==> src/addr_map_pkg.sv <==
// Package: address map constants, bus mode and decode carriers.
// Assumes a 16-bit address space with banked lower half.
package addr_map_pkg;

  localparam int ADDR_W = 16;          // CPU address width
  localparam int BANK_W = 4;           // Bank-select lines
  localparam int PHYS_W = ADDR_W + BANK_W - 1; // 19-bit physical address

  localparam logic [ADDR_W-1:0] ONCHIP_LAST = 16'h01FF; // On-chip top
  localparam logic [ADDR_W-1:0] EXT_FIRST = 16'h0200;   // External start
  localparam logic [ADDR_W-1:0] LOW_PAGE_LAST = 16'h00FF; // Direct page top
  localparam logic [ADDR_W-1:0] USER_RAM_LAST = 16'h00BF; // User RAM top
  localparam logic [ADDR_W-1:0] BANKED_LAST = 16'h7FFF;   // Banked top
  localparam int UPPER_BIT = 15;       // Set for common upper half

  // Decode target of an access
  typedef enum logic [1:0] {
    TGT_NONE = 2'b00,
    TGT_ONCHIP = 2'b01,
    TGT_EXTERNAL = 2'b10
  } target_t;

  // External bus width mode
  typedef enum logic {
    BUS_16 = 1'b0,
    BUS_8 = 1'b1
  } bus_mode_t;

  // CPU access request
  typedef struct packed {
    logic valid;
    logic write;
    logic [ADDR_W-1:0] addr;
  } cpu_req_t;

  // Decoded result
  typedef struct packed {
    target_t target;
    logic low_page;
    logic user_ram;
    logic pointer_ok;
    logic [PHYS_W-1:0] phys;
  } decode_t;

endpackage

==> src/address_decode_bank_switch.sv <==
// Address decoder and bank switch for a 64 kbyte space.
// Assumes CPU request on ref_clk; bank lines and byte-enable strap from pins.
// Contract
// Addresses up to 0x1FF reach on-chip resources
// Low page 0-0xFF, user RAM 0-0xBF
// User RAM words usable as indirect pointers
// Addresses from 0x200 go external
// Four lines pick one of sixteen banks
// Upper half ignores bank select
// On-chip region ignores bank select
// Strap at reset picks 8 or 16-bit bus
// Bank bits drive high address, held per cycle
`timescale 1ns/1ns
module address_decode_bank_switch (
  input wire logic ref_clk,
  input wire logic reset_n,
  input wire addr_map_pkg::cpu_req_t cpu_req,
  input wire logic cpu_cycle_end,
  input wire logic [addr_map_pkg::BANK_W-1:0] bank_pins,
  input wire logic high_byte_en_in,
  input wire logic high_byte_en_driven,
  output addr_map_pkg::decode_t decode,
  output logic ext_active,
  output addr_map_pkg::bus_mode_t bus_mode
);
  import addr_map_pkg::*;

  // First physical bit above the on-chip region; all zero for on-chip hits
  localparam int ONCHIP_TOP_BIT = $clog2(int'(ONCHIP_LAST) + 1);

  // Pin synchronisers, two stages each; no reset, so a strap held
  // through reset is already in the second stage when reset lifts
  logic [BANK_W-1:0] bank_s1, bank_s2;
  logic [1:0] hbe_s1, hbe_s2;
  // Strap capture happens once, on the first edge out of reset
  logic strap_done, next_strap_done;
  bus_mode_t next_bus_mode;
  // Bank latched for the whole bus cycle
  logic [BANK_W-1:0] held_bank, next_held_bank;
  logic next_ext_active;
  decode_t next_decode;

  // Classify an address
  function automatic target_t classify(input logic [ADDR_W-1:0] a);
    if (a <= ONCHIP_LAST) begin
      classify = TGT_ONCHIP;
    end else begin
      classify = TGT_EXTERNAL;
    end
  endfunction

  // Synchroniser registers, free running through reset
  // Only the second stage is read; the first may be metastable
  always_ff @(posedge ref_clk) begin
    bank_s1 <= bank_pins;
    bank_s2 <= bank_s1;
    hbe_s1 <= {high_byte_en_driven, high_byte_en_in};
    hbe_s2 <= hbe_s1;
  end

  // Strap decision: high and driven means 8-bit, else floating means 16-bit
  always_comb begin
    next_strap_done = strap_done;
    next_bus_mode = bus_mode;
    if (!strap_done) begin
      next_strap_done = 1'b1;
      if (hbe_s2[1] && hbe_s2[0]) begin
        next_bus_mode = BUS_8;
      end else begin
        next_bus_mode = BUS_16;
      end
    end
  end

  // Strap registers; reset holds capture open
  always_ff @(posedge ref_clk) begin
    if (!reset_n) begin
      strap_done <= 1'b0;
      bus_mode <= BUS_16;
    end else begin
      strap_done <= next_strap_done;
      bus_mode <= next_bus_mode;
    end
  end

  // Decode and bank hold
  always_comb begin
    next_held_bank = held_bank;
    next_ext_active = ext_active;
    next_decode = '0;
    // Closing pulse first, so an external request in the same cycle wins below
    if (cpu_cycle_end) begin
      next_ext_active = 1'b0;
    end
    // Bank sampled only at cycle start so it cannot change mid-cycle;
    // a closing cycle frees the hold for a request riding on it
    if (cpu_req.valid && (!ext_active || cpu_cycle_end)) begin
      next_held_bank = bank_s2;
    end
    if (cpu_req.valid) begin
      next_decode.target = classify(cpu_req.addr);
      next_decode.low_page = cpu_req.addr <= LOW_PAGE_LAST;
      next_decode.user_ram = cpu_req.addr <= USER_RAM_LAST;
      next_decode.pointer_ok = cpu_req.addr <= USER_RAM_LAST;
      if (next_decode.target == TGT_ONCHIP) begin
        // No bank bits, same cells in every bank
        next_decode.phys = {{(BANK_W-1){1'b0}}, cpu_req.addr};
      end else if (cpu_req.addr[UPPER_BIT]) begin
        // Common half maps onto the bank 15 range
        next_decode.phys = {{(BANK_W-1){1'b1}}, cpu_req.addr};
      end else begin
        next_decode.phys = {next_held_bank,
                            cpu_req.addr[UPPER_BIT-1:0]};
      end
      if (next_decode.target == TGT_EXTERNAL) begin
        // Opening an external cycle beats a close in the same cycle
        next_ext_active = 1'b1;
      end
    end
  end

  // Decode registers
  always_ff @(posedge ref_clk) begin
    if (!reset_n) begin
      held_bank <= '0;
      ext_active <= 1'b0;
      decode <= '0;
    end else begin
      held_bank <= next_held_bank;
      ext_active <= next_ext_active;
      decode <= next_decode;
    end
  end
endmodule // address_decode_bank_switch

==> config.mk <==
export PLATFORM = sky130hd
export DESIGN_NAME = address_decode_bank_switch
export DESIGN_NICKNAME = d
export VERILOG_FILES = /design/src/addr_map_pkg.sv /design/src/address_decode_bank_switch.sv
export SDC_FILE = /design/constraint.sdc
export NUM_CORES = 1
export LEC_CHECK = 0
export BUFFER_PORTS_ARGS = -buffer_cell sky130_fd_sc_hd__buf_2
export CAP_MARGIN = 40
export CORE_MARGIN = 5
export CORE_UTILIZATION = 27
export DETAILED_ROUTE_END_ITERATION = 8
export PLACE_DENSITY_LB_ADDON = 0.15
export SYNTH_ARGS = -nofsm -noshare
export SYNTH_HDL_FRONTEND = slang
export SYNTH_SLANG_ARGS = --single-unit
==> constraint.sdc <==
create_clock -name ref_clk -period 1 [get_ports ref_clk]
set_input_delay 0.2 -clock ref_clk [delete_from_list [all_inputs] [get_ports ref_clk]]
set_output_delay 0.2 -clock ref_clk [all_outputs]
set_load 0.01 [all_outputs]
# == After elaboration in Yosys (flattened, before gate mapping) ==
# Index checks and enable logic that the tools add are counted.
# totals
inputBits,27
wordCells,36
output_inout_bits,26
register_bits,42
# classes
n_mux,10
magnitude_cmp,3
bitwise,2
eq_ne,2
reduce_logical,6
# op_table
operator,n
$le 16x8->1 const B,2
$mux 19,1
$le 16x9->1 const B,1
$mux 16,1
$mux 1,5
$mux 2,2
$mux 4,1
$reduce_or 3->1,1
$eq 2x1->1 const B,1
$eq 2x2->1 const B,1
$logic_and 1x1->1,2
$not 1->1,2
$reduce_and 2->1,1
$logic_not 1->1,1
$logic_or 1x1->1,1

# == Logic depth before layout (Yosys ltp) ==
# Gate-level depths: netlist of the first run.
# depth
depth_word,6
ltp_mapped,3
ltp_nobuf,3

# == Worst setup path after synthesis of the first run ==
# No wires, ideal clock.
# synth_timing
path_kind,reg2reg
startpoint,register ext_active
endpoint,register decode[17] (netlist name)
synth_period_minus_slack_ps,934
stages_incl_launch_ff,4
arrival_time_ps,860
required_ps,926
setup_slack_ps,66
n_path_buf,0
setup_ps,74
path_cell_list,dfxtp_1 nor2b_1 o21ai_0 a31oi_1
# synth_via
elab_chain_len,5
# synth_lines
item,line,source
"start, declared",address_decode_bank_switch.sv:23,"output logic ext_active,"
"start signal, assigned",address_decode_bank_switch.sv:130,ext_active <= next_ext_active;
$logic_not 1->1,address_decode_bank_switch.sv:97,if (cpu_req.valid && (!ext_active || cpu_cycle_end)) begin
$logic_or 1x1->1,address_decode_bank_switch.sv:97,
$logic_and 1x1->1,address_decode_bank_switch.sv:97,
$mux 4,address_decode_bank_switch.sv:97,
$mux 19,address_decode_bank_switch.sv:108,end else if (cpu_req.addr[UPPER_BIT]) begin
"end signal, assigned",address_decode_bank_switch.sv:131,decode <= next_decode;
"end, declared",address_decode_bank_switch.sv:22,"output addr_map_pkg::decode_t decode,"
# Every way passes these cells.
# A chain may end at the register's enable or synchronous reset.

# == Worst setup path after layout of the first run ==
# layout_timing
startpoint,register ext_active
endpoint,output ext_active
# No word-level cell between the ends.

==> results of run 1 <==
## logic make-up (layout without fill, tap and decap cells)
family,after synthesis,in the layout,share of synthesized area [%]
compound gates,15,15,8.62
buf+inv,9,72,3.30
flops,42,42,71.5
simple gates,31,31,16.6
## final cells by class
cell class	count	area, µm²
clock buffer	6	82.6
clock inverter	1	30.0
fill	459	2620
inverter	4	15.0
multi-input combinational	46	304
sequential	42	842
tap	52	65.1
timing repair buffer	61	340
## worst min path at each step
stage	slack [ns]	start	to	depth (start not counted)
finish	0.02	high_byte_en_driven	hbe_s1[1]$_DFF_P_	1
global route	0.004	high_byte_en_driven	hbe_s1[1]$_DFF_P_	1
CTS	0.002	bank_pins[1]	bank_s1[1]$_DFF_P_	1
detailed placement	0.30	bank_pins[0]	bank_s1[0]$_DFF_P_	1
global placement	0.30	bank_pins[3]	bank_s1[3]$_DFF_P_	1
floorplan	0.23	bank_pins[0]	bank_s1[0]$_DFF_P_	0
## through the flow
step / instances / hold WS (ns) / util, % / instance area [µm²] / setup slack [ns]
after floorplan: 97 / 0.228 / - / 1180 / 0.0656
after global placement: 201 / 0.302 / 35.3 / 1520 / -0.0845
after detailed placement: 201 / 0.304 / 35.3 / 1520 / -0.0806
after CTS: 211 / 0.00194 / 38.7 / 1660 / 0.0165
after global routing: 212 / 0.00394 / 39.1 / 1680 / 0.00233
final: 212 / 0.0209 / 39.1 / 1680 / 0.0521
## power breakdown
group	internal [mW]	leakage [nW]	switching, mW	total, mW
registers	1.75	0.348	0.0178	1.77
clock network	0.798	0.0573	0.508	1.31
logic	0.121	0.465	0.118	0.240
total	2.67	0.870	0.644	3.31
## state kept, by name, summed over array words and instances (netlist names)
signal and count:
decode 23, bank_s1 4, bank_s2 4, held_bank 4, hbe_s1 2, hbe_s2 2
bus_mode 1, ext_active 1, strap_done 1
## synthesized netlist by cell type (all sizes together) (2+ instances only)
cell / number / area (µm²)
dfxtp: 42 / 841
and3: 15 / 95.1
nand2: 5 / 18.8
o21ai: 5 / 25.0
a21boi: 4 / 30.0
a31oi: 4 / 25.0
inv: 4 / 15.0
nand3: 4 / 20.0
clkbuf: 3 / 11.3
buf: 2 / 12.5
## routing by layer
metal	vias to the layer above	part of all wire [%]	track usage, %
li1	453	-	-
met2	38	48	14.6
met5	-	0	0
met3	4	10	5.67
met4	0	1.5	3.74
met1	376	41	8.97
## repair_timing
action,CTS,global route
hold endpoints to repair,3,1
endpoints found under the setup margin,4,6
gates resized for setup,1,2
gates cloned,0,0
hold buffers,3,1
==> results.cfg, run 1 <==
[outcome]
outcome = finished clean

[die]
die-area_mm2 = 0.00578
start_util_pct = 27.4
core_area_mm2 = 0.00429
fp-row-count = 24
die_height_um = 76
die_w_um = 76
ios = 53

[clock_tree]
cts_setup_buffers = 0
cts_tree = done
cts.path.max_buffers = 2
clk_latency_ns = 0.28
cts_sinks = 42
cts.htree.levels = 2
numCtsBuffers = 5
root_buffer = clkbuf_8
cts.clk_slew.worst_paths_ns = 0.08

[cells_and_area]
final_common_cell = buf_2
drive_gt1_share_pct = 44.4
nNetsFinal = 187
syn_to_final_growth_pct = 42.8
diodes = 0
final_cell_mix = buf_2 (51), dfxtp_1 (41), and3_1 (14)

[routing]
drtAntennaViolNets = 0
routed_wl_um = 2440
first_pass_iters = 2
via_per_inst = 4.11
drcViolationCount = 0
vias = 871
avgRoutedWirePerCell_um = 11.5
drt-initial-drc-count = 22

[placement]
dp_hpwl_um = 1880
place_congestion = 0.733
port_buffers = 51

[setup_path]
worstSetupEndpoint = ext_active
path_max_fanout = 3
critPathCaptureType = primary output
regToRegSetupSlack_ns = 0.11
crit_buf_inv = 1
crit_type = flip-flop to primary output
start_kind = flip-flop
reg2reg_to = held_bank[2]$_SDFF_PN0_
cp.depth = 1
ff2ff_path_depth = 3
required_ns = 0.80
startpoint = ext_active$_SDFF_PN0_
arrival_ns = 0.75
slowest_stage = dfxtp_2
worstPathCellList = buf_2
slowest_delay_ns = 0.34
r2r-start = ext_active$_SDFF_PN0_
critical-path-top-delay-family = flip-flops

[yosys]
synth_area_per_cell_um2 = 12.1
synth.distinct_cells = 21
synth_fp_nets = 124
syn_area_mm2 = 0.00118
ys_ff_latch = 42
synth-main-ff-cell = dfxtp_1
yosysWarnings = 0
yosysSeqAreaShare_pct = 71.5
synth_edf_count = 0
netlist_instances = 97
async_reset_ff_share_pct = 0

[global_route]
grt_pass1_wl_um = 4130
grtUsageTotal_pct = 8.92
grt_max_degree = 13
overflow = 0
grt_pass1_vias = 938
antenna_found_initial = 0

[timing]
rsz0062_at_grt = no
setup_violations = 0
relSlewSlack_pct = 84.3
period_needed_ns = 0.948
fin_setup_tns_ns = 0
slew_violations = 0
timing.final.crit_share_pct = 94.8
skew_ns = 0.00806
tightest_slew_ns = 0.233
hold_viol_final = 0
max_freq_ghz = 1.05

[pwr]
ir_drop_mv = 0.898
p_per_area_mw_per_mm2 = 1970
power.total_mw = 3.31
p_leak_nw = 0.870

[run]
drv_cap = 0

[min_path]
hold_class = input pin to flip-flop
(Power assumes the default switching activity.)
==> run 2, diff against run 1 <==
Settings changed: CORE_ASPECT_RATIO set to 0.9.
==> run 2 against run 1 <==
Compared with the run above:
- register-to-register slack got worse by 0.05 ns
- highest routed layer unchanged
- first-iteration DRC count rose by 50%
- die area barely moved
- cell count rose by 3.8%
- routed wire length barely moved
- critical path type unchanged
- clock skew fell by 0.0055 ns
- critical endpoint unchanged
- worst hold slack got worse by 0.0044 ns
- power fell by 7.0%
- non-clock buffer count fell by 1
- the run now ends with setup timing left
- fmax fell by 6.8%
- largest cell class unchanged
==> results.cfg, run 2 (same netlist as run 1, synthesis figures left out) <==
[setup_path]
ff2ff_path_depth = 4
critPathCaptureType = primary output
path_max_fanout = 2
crit_type = flip-flop to primary output
arrival_ns = 0.82
required_ns = 0.80
r2r-start = ext_active$_SDFF_PN0_
start_kind = flip-flop
reg2reg_to = decode[18]$_SDFF_PP0_
regToRegSetupSlack_ns = 0.06

[pwr]
p_leak_nw = 0.858
power.total_mw = 3.08
p_per_area_mw_per_mm2 = 1860
ir_drop_mv = 0.841

[global_route]
antenna_found_initial = 0
grt_pass1_wl_um = 4040
overflow = 0
grtUsageTotal_pct = 9.17
grt_pass1_vias = 944
grt_max_degree = 13

[die]
core_area_mm2 = 0.00416
fp-row-count = 22
start_util_pct = 28.3
ios = 53
die-area_mm2 = 0.00578
die_w_um = 79.6
die_height_um = 72.6

[clock_tree]
cts.clk_slew.worst_paths_ns = 0.07
numCtsBuffers = 5
cts.htree.levels = 2
cts_tree = done
cts_sinks = 42
cts_setup_buffers = 0
cts.path.max_buffers = 2
root_buffer = clkbuf_8
clk_latency_ns = 0.28

[routing]
avgRoutedWirePerCell_um = 11.1
drtAntennaViolNets = 0
drt-initial-drc-count = 33
vias = 885
drcViolationCount = 0
first_pass_iters = 4
via_per_inst = 4.02
routed_wl_um = 2440

[min_path]
holdPathEnd = hbe_s1[0]$_DFF_P_
hold_class = input pin to flip-flop
worstHoldStart = high_byte_en_in
hold_depth = 1

[outcome]
violations = setup timing
outcome = complete, but fails checks

[timing]
setup_ws_ns = -0.0167
relSlewSlack_pct = 83.8
hold_viol_final = 0
rsz0062_at_grt = yes
tightest_slew_ns = 0.242
max_freq_ghz = 0.984
setup_violations = 1
period_needed_ns = 1.02
skew_ns = 0.00252
timing.final.crit_share_pct = 102
slew_violations = 0

[placement]
port_buffers = 51
dp_slack_ns = -0.103
dp_hpwl_um = 1920
place_inst = 210
place_congestion = 0.694

[cells_and_area]
drive_gt1_share_pct = 45.0
diodes = 0
nNetsFinal = 186
largest_reg_flops = 23
fin_cells = 220
final_cell_mix = buf_2 (50), dfxtp_1 (41), and3_1 (14)
top_register = decode
syn_to_final_growth_pct = 41.2
nFillCells = 423
final_common_cell = buf_2

[run]
drv_cap = 0
## run 2: changes by cell type in the layout (fill, tap and decap cells not counted)
| cell | change |
|---|---|
| o21ai_0 | -3 |
| o21ai_1 | +3 |
| buf_6 | +2 |
| dlygate4sd3_1 | -2 |
| buf_2 | -1 |
| bufinv_16 | -1 |
| clkbuf_1 | +1 |
| clkinv_2 | +1 |
| nor2b_2 | +1 |
| nor2b_4 | -1 |
## run 2: layout make-up
type / count / area [µm²] / share of cell area [%]
inverters: 4 / 15.0 / 0.904
flip-flops and latches: 42 / 842 / 50.7
multi-input cells: 46 / 299 / 18.0
clock inverters: 1 / 5.00 / 0.301
well taps: 60 / 75.1 / 4.52
repair buffers: 60 / 338 / 20.3
clock buffers: 7 / 86.3 / 5.20
## run 2: repair_timing
item,in CTS,in global routing
resized for setup,5,2
hold buffers,0,2
hold endpoints to repair,0,2
endpoints found under the setup margin,3,7
## run 2: worst max-delay path, stage by stage (launching register included)
cell and delay, ns:
dfxtp_2 0.32, buf_6 0.11, buf_6 0.11
## run 2: how the worst max path moves through the flow
stage | endpoint | slack (ns) | cells past startpoint | from
6_report | ext_active | -0.02 | 2 | ext_active$_SDFF_PN0_
5_1_grt | ext_active | -0.06 | 2 | ext_active$_SDFF_PN0_
4_1_cts | ext_active | -0.03 | 2 | ext_active$_SDFF_PN0_
3_5_place_dp | decode[19]$_SDFF_PN0_ | -0.10 | 4 | cpu_req[12]
3_3_place_gp | decode[19]$_SDFF_PN0_ | -0.08 | 4 | cpu_req[12]
2_1_floorplan | decode[17]$_SDFF_PP0_ | 0.07 | 3 | ext_active$_SDFF_PN0_
## run 2: power by group
group / switching, mW / total [mW] / internal [mW]
logic: 0.120 / 0.243 / 0.124
clock network: 0.515 / 1.07 / 0.556
registers: 0.0175 / 1.77 / 1.75
total: 0.652 / 3.08 / 2.43
## run 2: metal layers
layer / routed length [µm] / part of all wire [%] / GRT usage, %
met1: 951 / 39 / 8.90
met2: 1140 / 47 / 15.4
met4: 38 / 1.6 / 5.53
met5: 0 / 0 / 0
met3: 310 / 13 / 4.94
## run 2: per-stage QoR
step | hold slack (ns) | instance area (µm²) | utilization, % | TNS (ns)
6_report | 0.0165 | 1660 | 39.9 | -0.0167
5_1_grt | 0.00252 | 1660 | 39.9 | -0.122
4_1_cts | 0.00471 | 1640 | 39.5 | -0.0333
3_5_place_dp | 0.304 | 1540 | 36.9 | -0.398
3_3_place_gp | 0.302 | 1540 | 36.9 | -0.336
2_1_floorplan | 0.228 | 1180 | - | 0
==> run 3, diff against run 2 <==
--- a/config.mk
+++ b/config.mk
@@ -8,3 +8,2 @@
 export BUFFER_PORTS_ARGS = -buffer_cell sky130_fd_sc_hd__buf_2
-export CAP_MARGIN = 40
 export CORE_ASPECT_RATIO = 0.9
==> constraint.sdc (replaced) <==
create_clock -name ref_clk -period 1 [get_ports ref_clk]
set_input_delay 0 -clock ref_clk [delete_from_list [all_inputs] [get_ports ref_clk]]
set_output_delay 0 -clock ref_clk [all_outputs]
set_load 0.01 [all_outputs]
==> run 3 against run 2 <==
Compared with the run above:
- the flow now finishes without violations
- clock power shrank 9%
- die area unchanged
- worst hold slack gained 0.0024 ns
- cell count increased by 5.5%
- power fell by 2.1%
- utilization increased by 3.0 points
- non-clock buffer count increased by 13
- global-route usage rose by 0.92 points
- combinational power up 14%
- fmax rose by 12%
- flip-flop and latch count is the same
- via count up 3.7%
- critical path type is now flip-flop to flip-flop
- largest cell class unchanged
==> results.cfg, run 3 (same netlist as run 1, synthesis figures left out) <==
[routing]
routed_wl_um = 2600
first_pass_iters = 4
wl_met3_um = 234
vias = 918
avgRoutedWirePerCell_um = 11.2
met1Wirelength_um = 1130
top_layer = met4
via_per_inst = 3.96
drcViolationCount = 0
dr_wl_met2_um = 1220
drt-initial-drc-count = 16
drtAntennaViolNets = 0

[timing]
rsz0062_at_grt = no
relSlewSlack_pct = 81.0
tightest_slew_ns = 0.283
max_freq_ghz = 1.10
slew_violations = 0
setup_ws_ns = 0.0919
skew_ns = 0.00397
fin_setup_tns_ns = 0
hold_viol_final = 0
setup_violations = 0
timing.final.crit_share_pct = 90.8
hold_ws_ns = 0.0189
period_needed_ns = 0.908

[die]
ios = 53
fp-row-count = 22
start_util_pct = 28.3
die-area_mm2 = 0.00578
die_height_um = 72.6
die_w_um = 79.6
core_area_mm2 = 0.00416

[clock_tree]
cts.clk_slew.worst_paths_ns = 0.07
numCtsBuffers = 5
cts.htree.levels = 2
cts_tree = done
cts.path.max_buffers = 2
clk_latency_ns = 0.28
cts_setup_buffers = 0
cts_sinks = 42
root_buffer = clkbuf_8

[cells_and_area]
seqCellArea_um2 = 842
syn_to_final_growth_pct = 51.6
drive_gt1_share_pct = 37.8
top_register = decode
nNetsFinal = 199
multi_input_area_um2 = 304
diodes = 0
final_common_cell = buf_2
nFillCells = 390
final_cell_mix = buf_2 (51), dfxtp_1 (41), dlygate4sd3_1 (20)
design_area_mm2 = 0.00178
largest_reg_flops = 23

[global_route]
overflow = 0
antenna_found_initial = 0
grt_max_degree = 15
grt_pass1_wl_um = 4420
grt_pass1_vias = 985
grtUsageTotal_pct = 10.1

[placement]
dp_hpwl_um = 1880
place_area_mm2 = 0.00150
port_buffers = 51
place_congestion = 0.719
dp_slack_ns = 0.00602

[pwr]
ir_drop_mv = 0.795
p_per_area_mw_per_mm2 = 1690
power.total_mw = 3.02
p_leak_nw = 0.899

[setup_path]
crit_buf_inv = 0
crit_type = flip-flop to flip-flop
arrival_ns = 1.06
path_max_fanout = 5
start_kind = flip-flop
slowest_delay_ns = 0.33
critical-path-top-delay-family = flip-flops
ff2ff_path_depth = 3
critPathCaptureType = flip-flop
slowest_stage = dfxtp_2
required_ns = 1.15
worstPathCellList = nor2b_4 > o21ai_0 > a21boi_0
cp.depth = 3

[run]
drv_cap = 0

[min_path]
hold_depth = 2
hold_class = input pin to flip-flop

[outcome]
outcome = finished clean
## run 3: cell count changes in the layout (fill, tap and decap cells not counted), moves of 2 or more
cell and delta:
dlygate4sd3_1 +18, buf_6 -2, o21ai_0 +3, o21ai_1 -3, buf_4 -4
## run 3: layout make-up
type                    count  share of cell area [%]
well taps                  60                    4.21
clock buffers               7                    4.28
multi-input cells          46                    17.1
repair buffers             73                    26.4
flip-flops and latches     42                    47.2
inverters                   4                   0.842
## run 3: power by group
group	leakage, nW	internal, mW	switching, mW
Sequential	0.348	1.75	0.0200
Combinational	0.512	0.153	0.124
Clock	0.0383	0.480	0.489
## run 3: metal layers
layer / up-vias / track usage (%)
met2: 35 / 17.2
met3: 2 / 4.20
li1: 476 / -
met4: 0 / 4.58
met1: 405 / 10.9
met5: - / 0
## run 3: worst reg2reg max path: cells and delay by family (launching register included)
family	cells	cell delay, ns
compound gates	2	0.32
flops	1	0.33
simple gates	1	0.13
## run 3: timing repair
action / in CTS / in global routing
endpoints found under the hold margin: 22 / 0
hold buffers: 20 / 0
endpoints found under the setup margin: 4 / 7
gates resized for setup: 1 / 2
## run 3: path summary, 6_finish.rpt
path | start | end | slack, ns
worst max-delay path | ext_active$_SDFF_PN0_ | held_bank[2]$_SDFF_PN0_ | 0.09
worst min-delay path | cpu_req[12] | decode[12]$_SDFF_PN0_ | 0.02
worst max register to register | ext_active$_SDFF_PN0_ | held_bank[2]$_SDFF_PN0_ | 0.09
worst min register to register | hbe_s1[0]$_DFF_P_ | hbe_s2[0]$_DFF_P_ | 0.33
## run 3: per-stage QoR
stage | utilization, % | instances
after floorplan | - | 97
after global placement | 36.0 | 205
after detailed placement | 36.0 | 205
after CTS | 42.7 | 232
after global routing | 42.9 | 232
final | 42.9 | 232
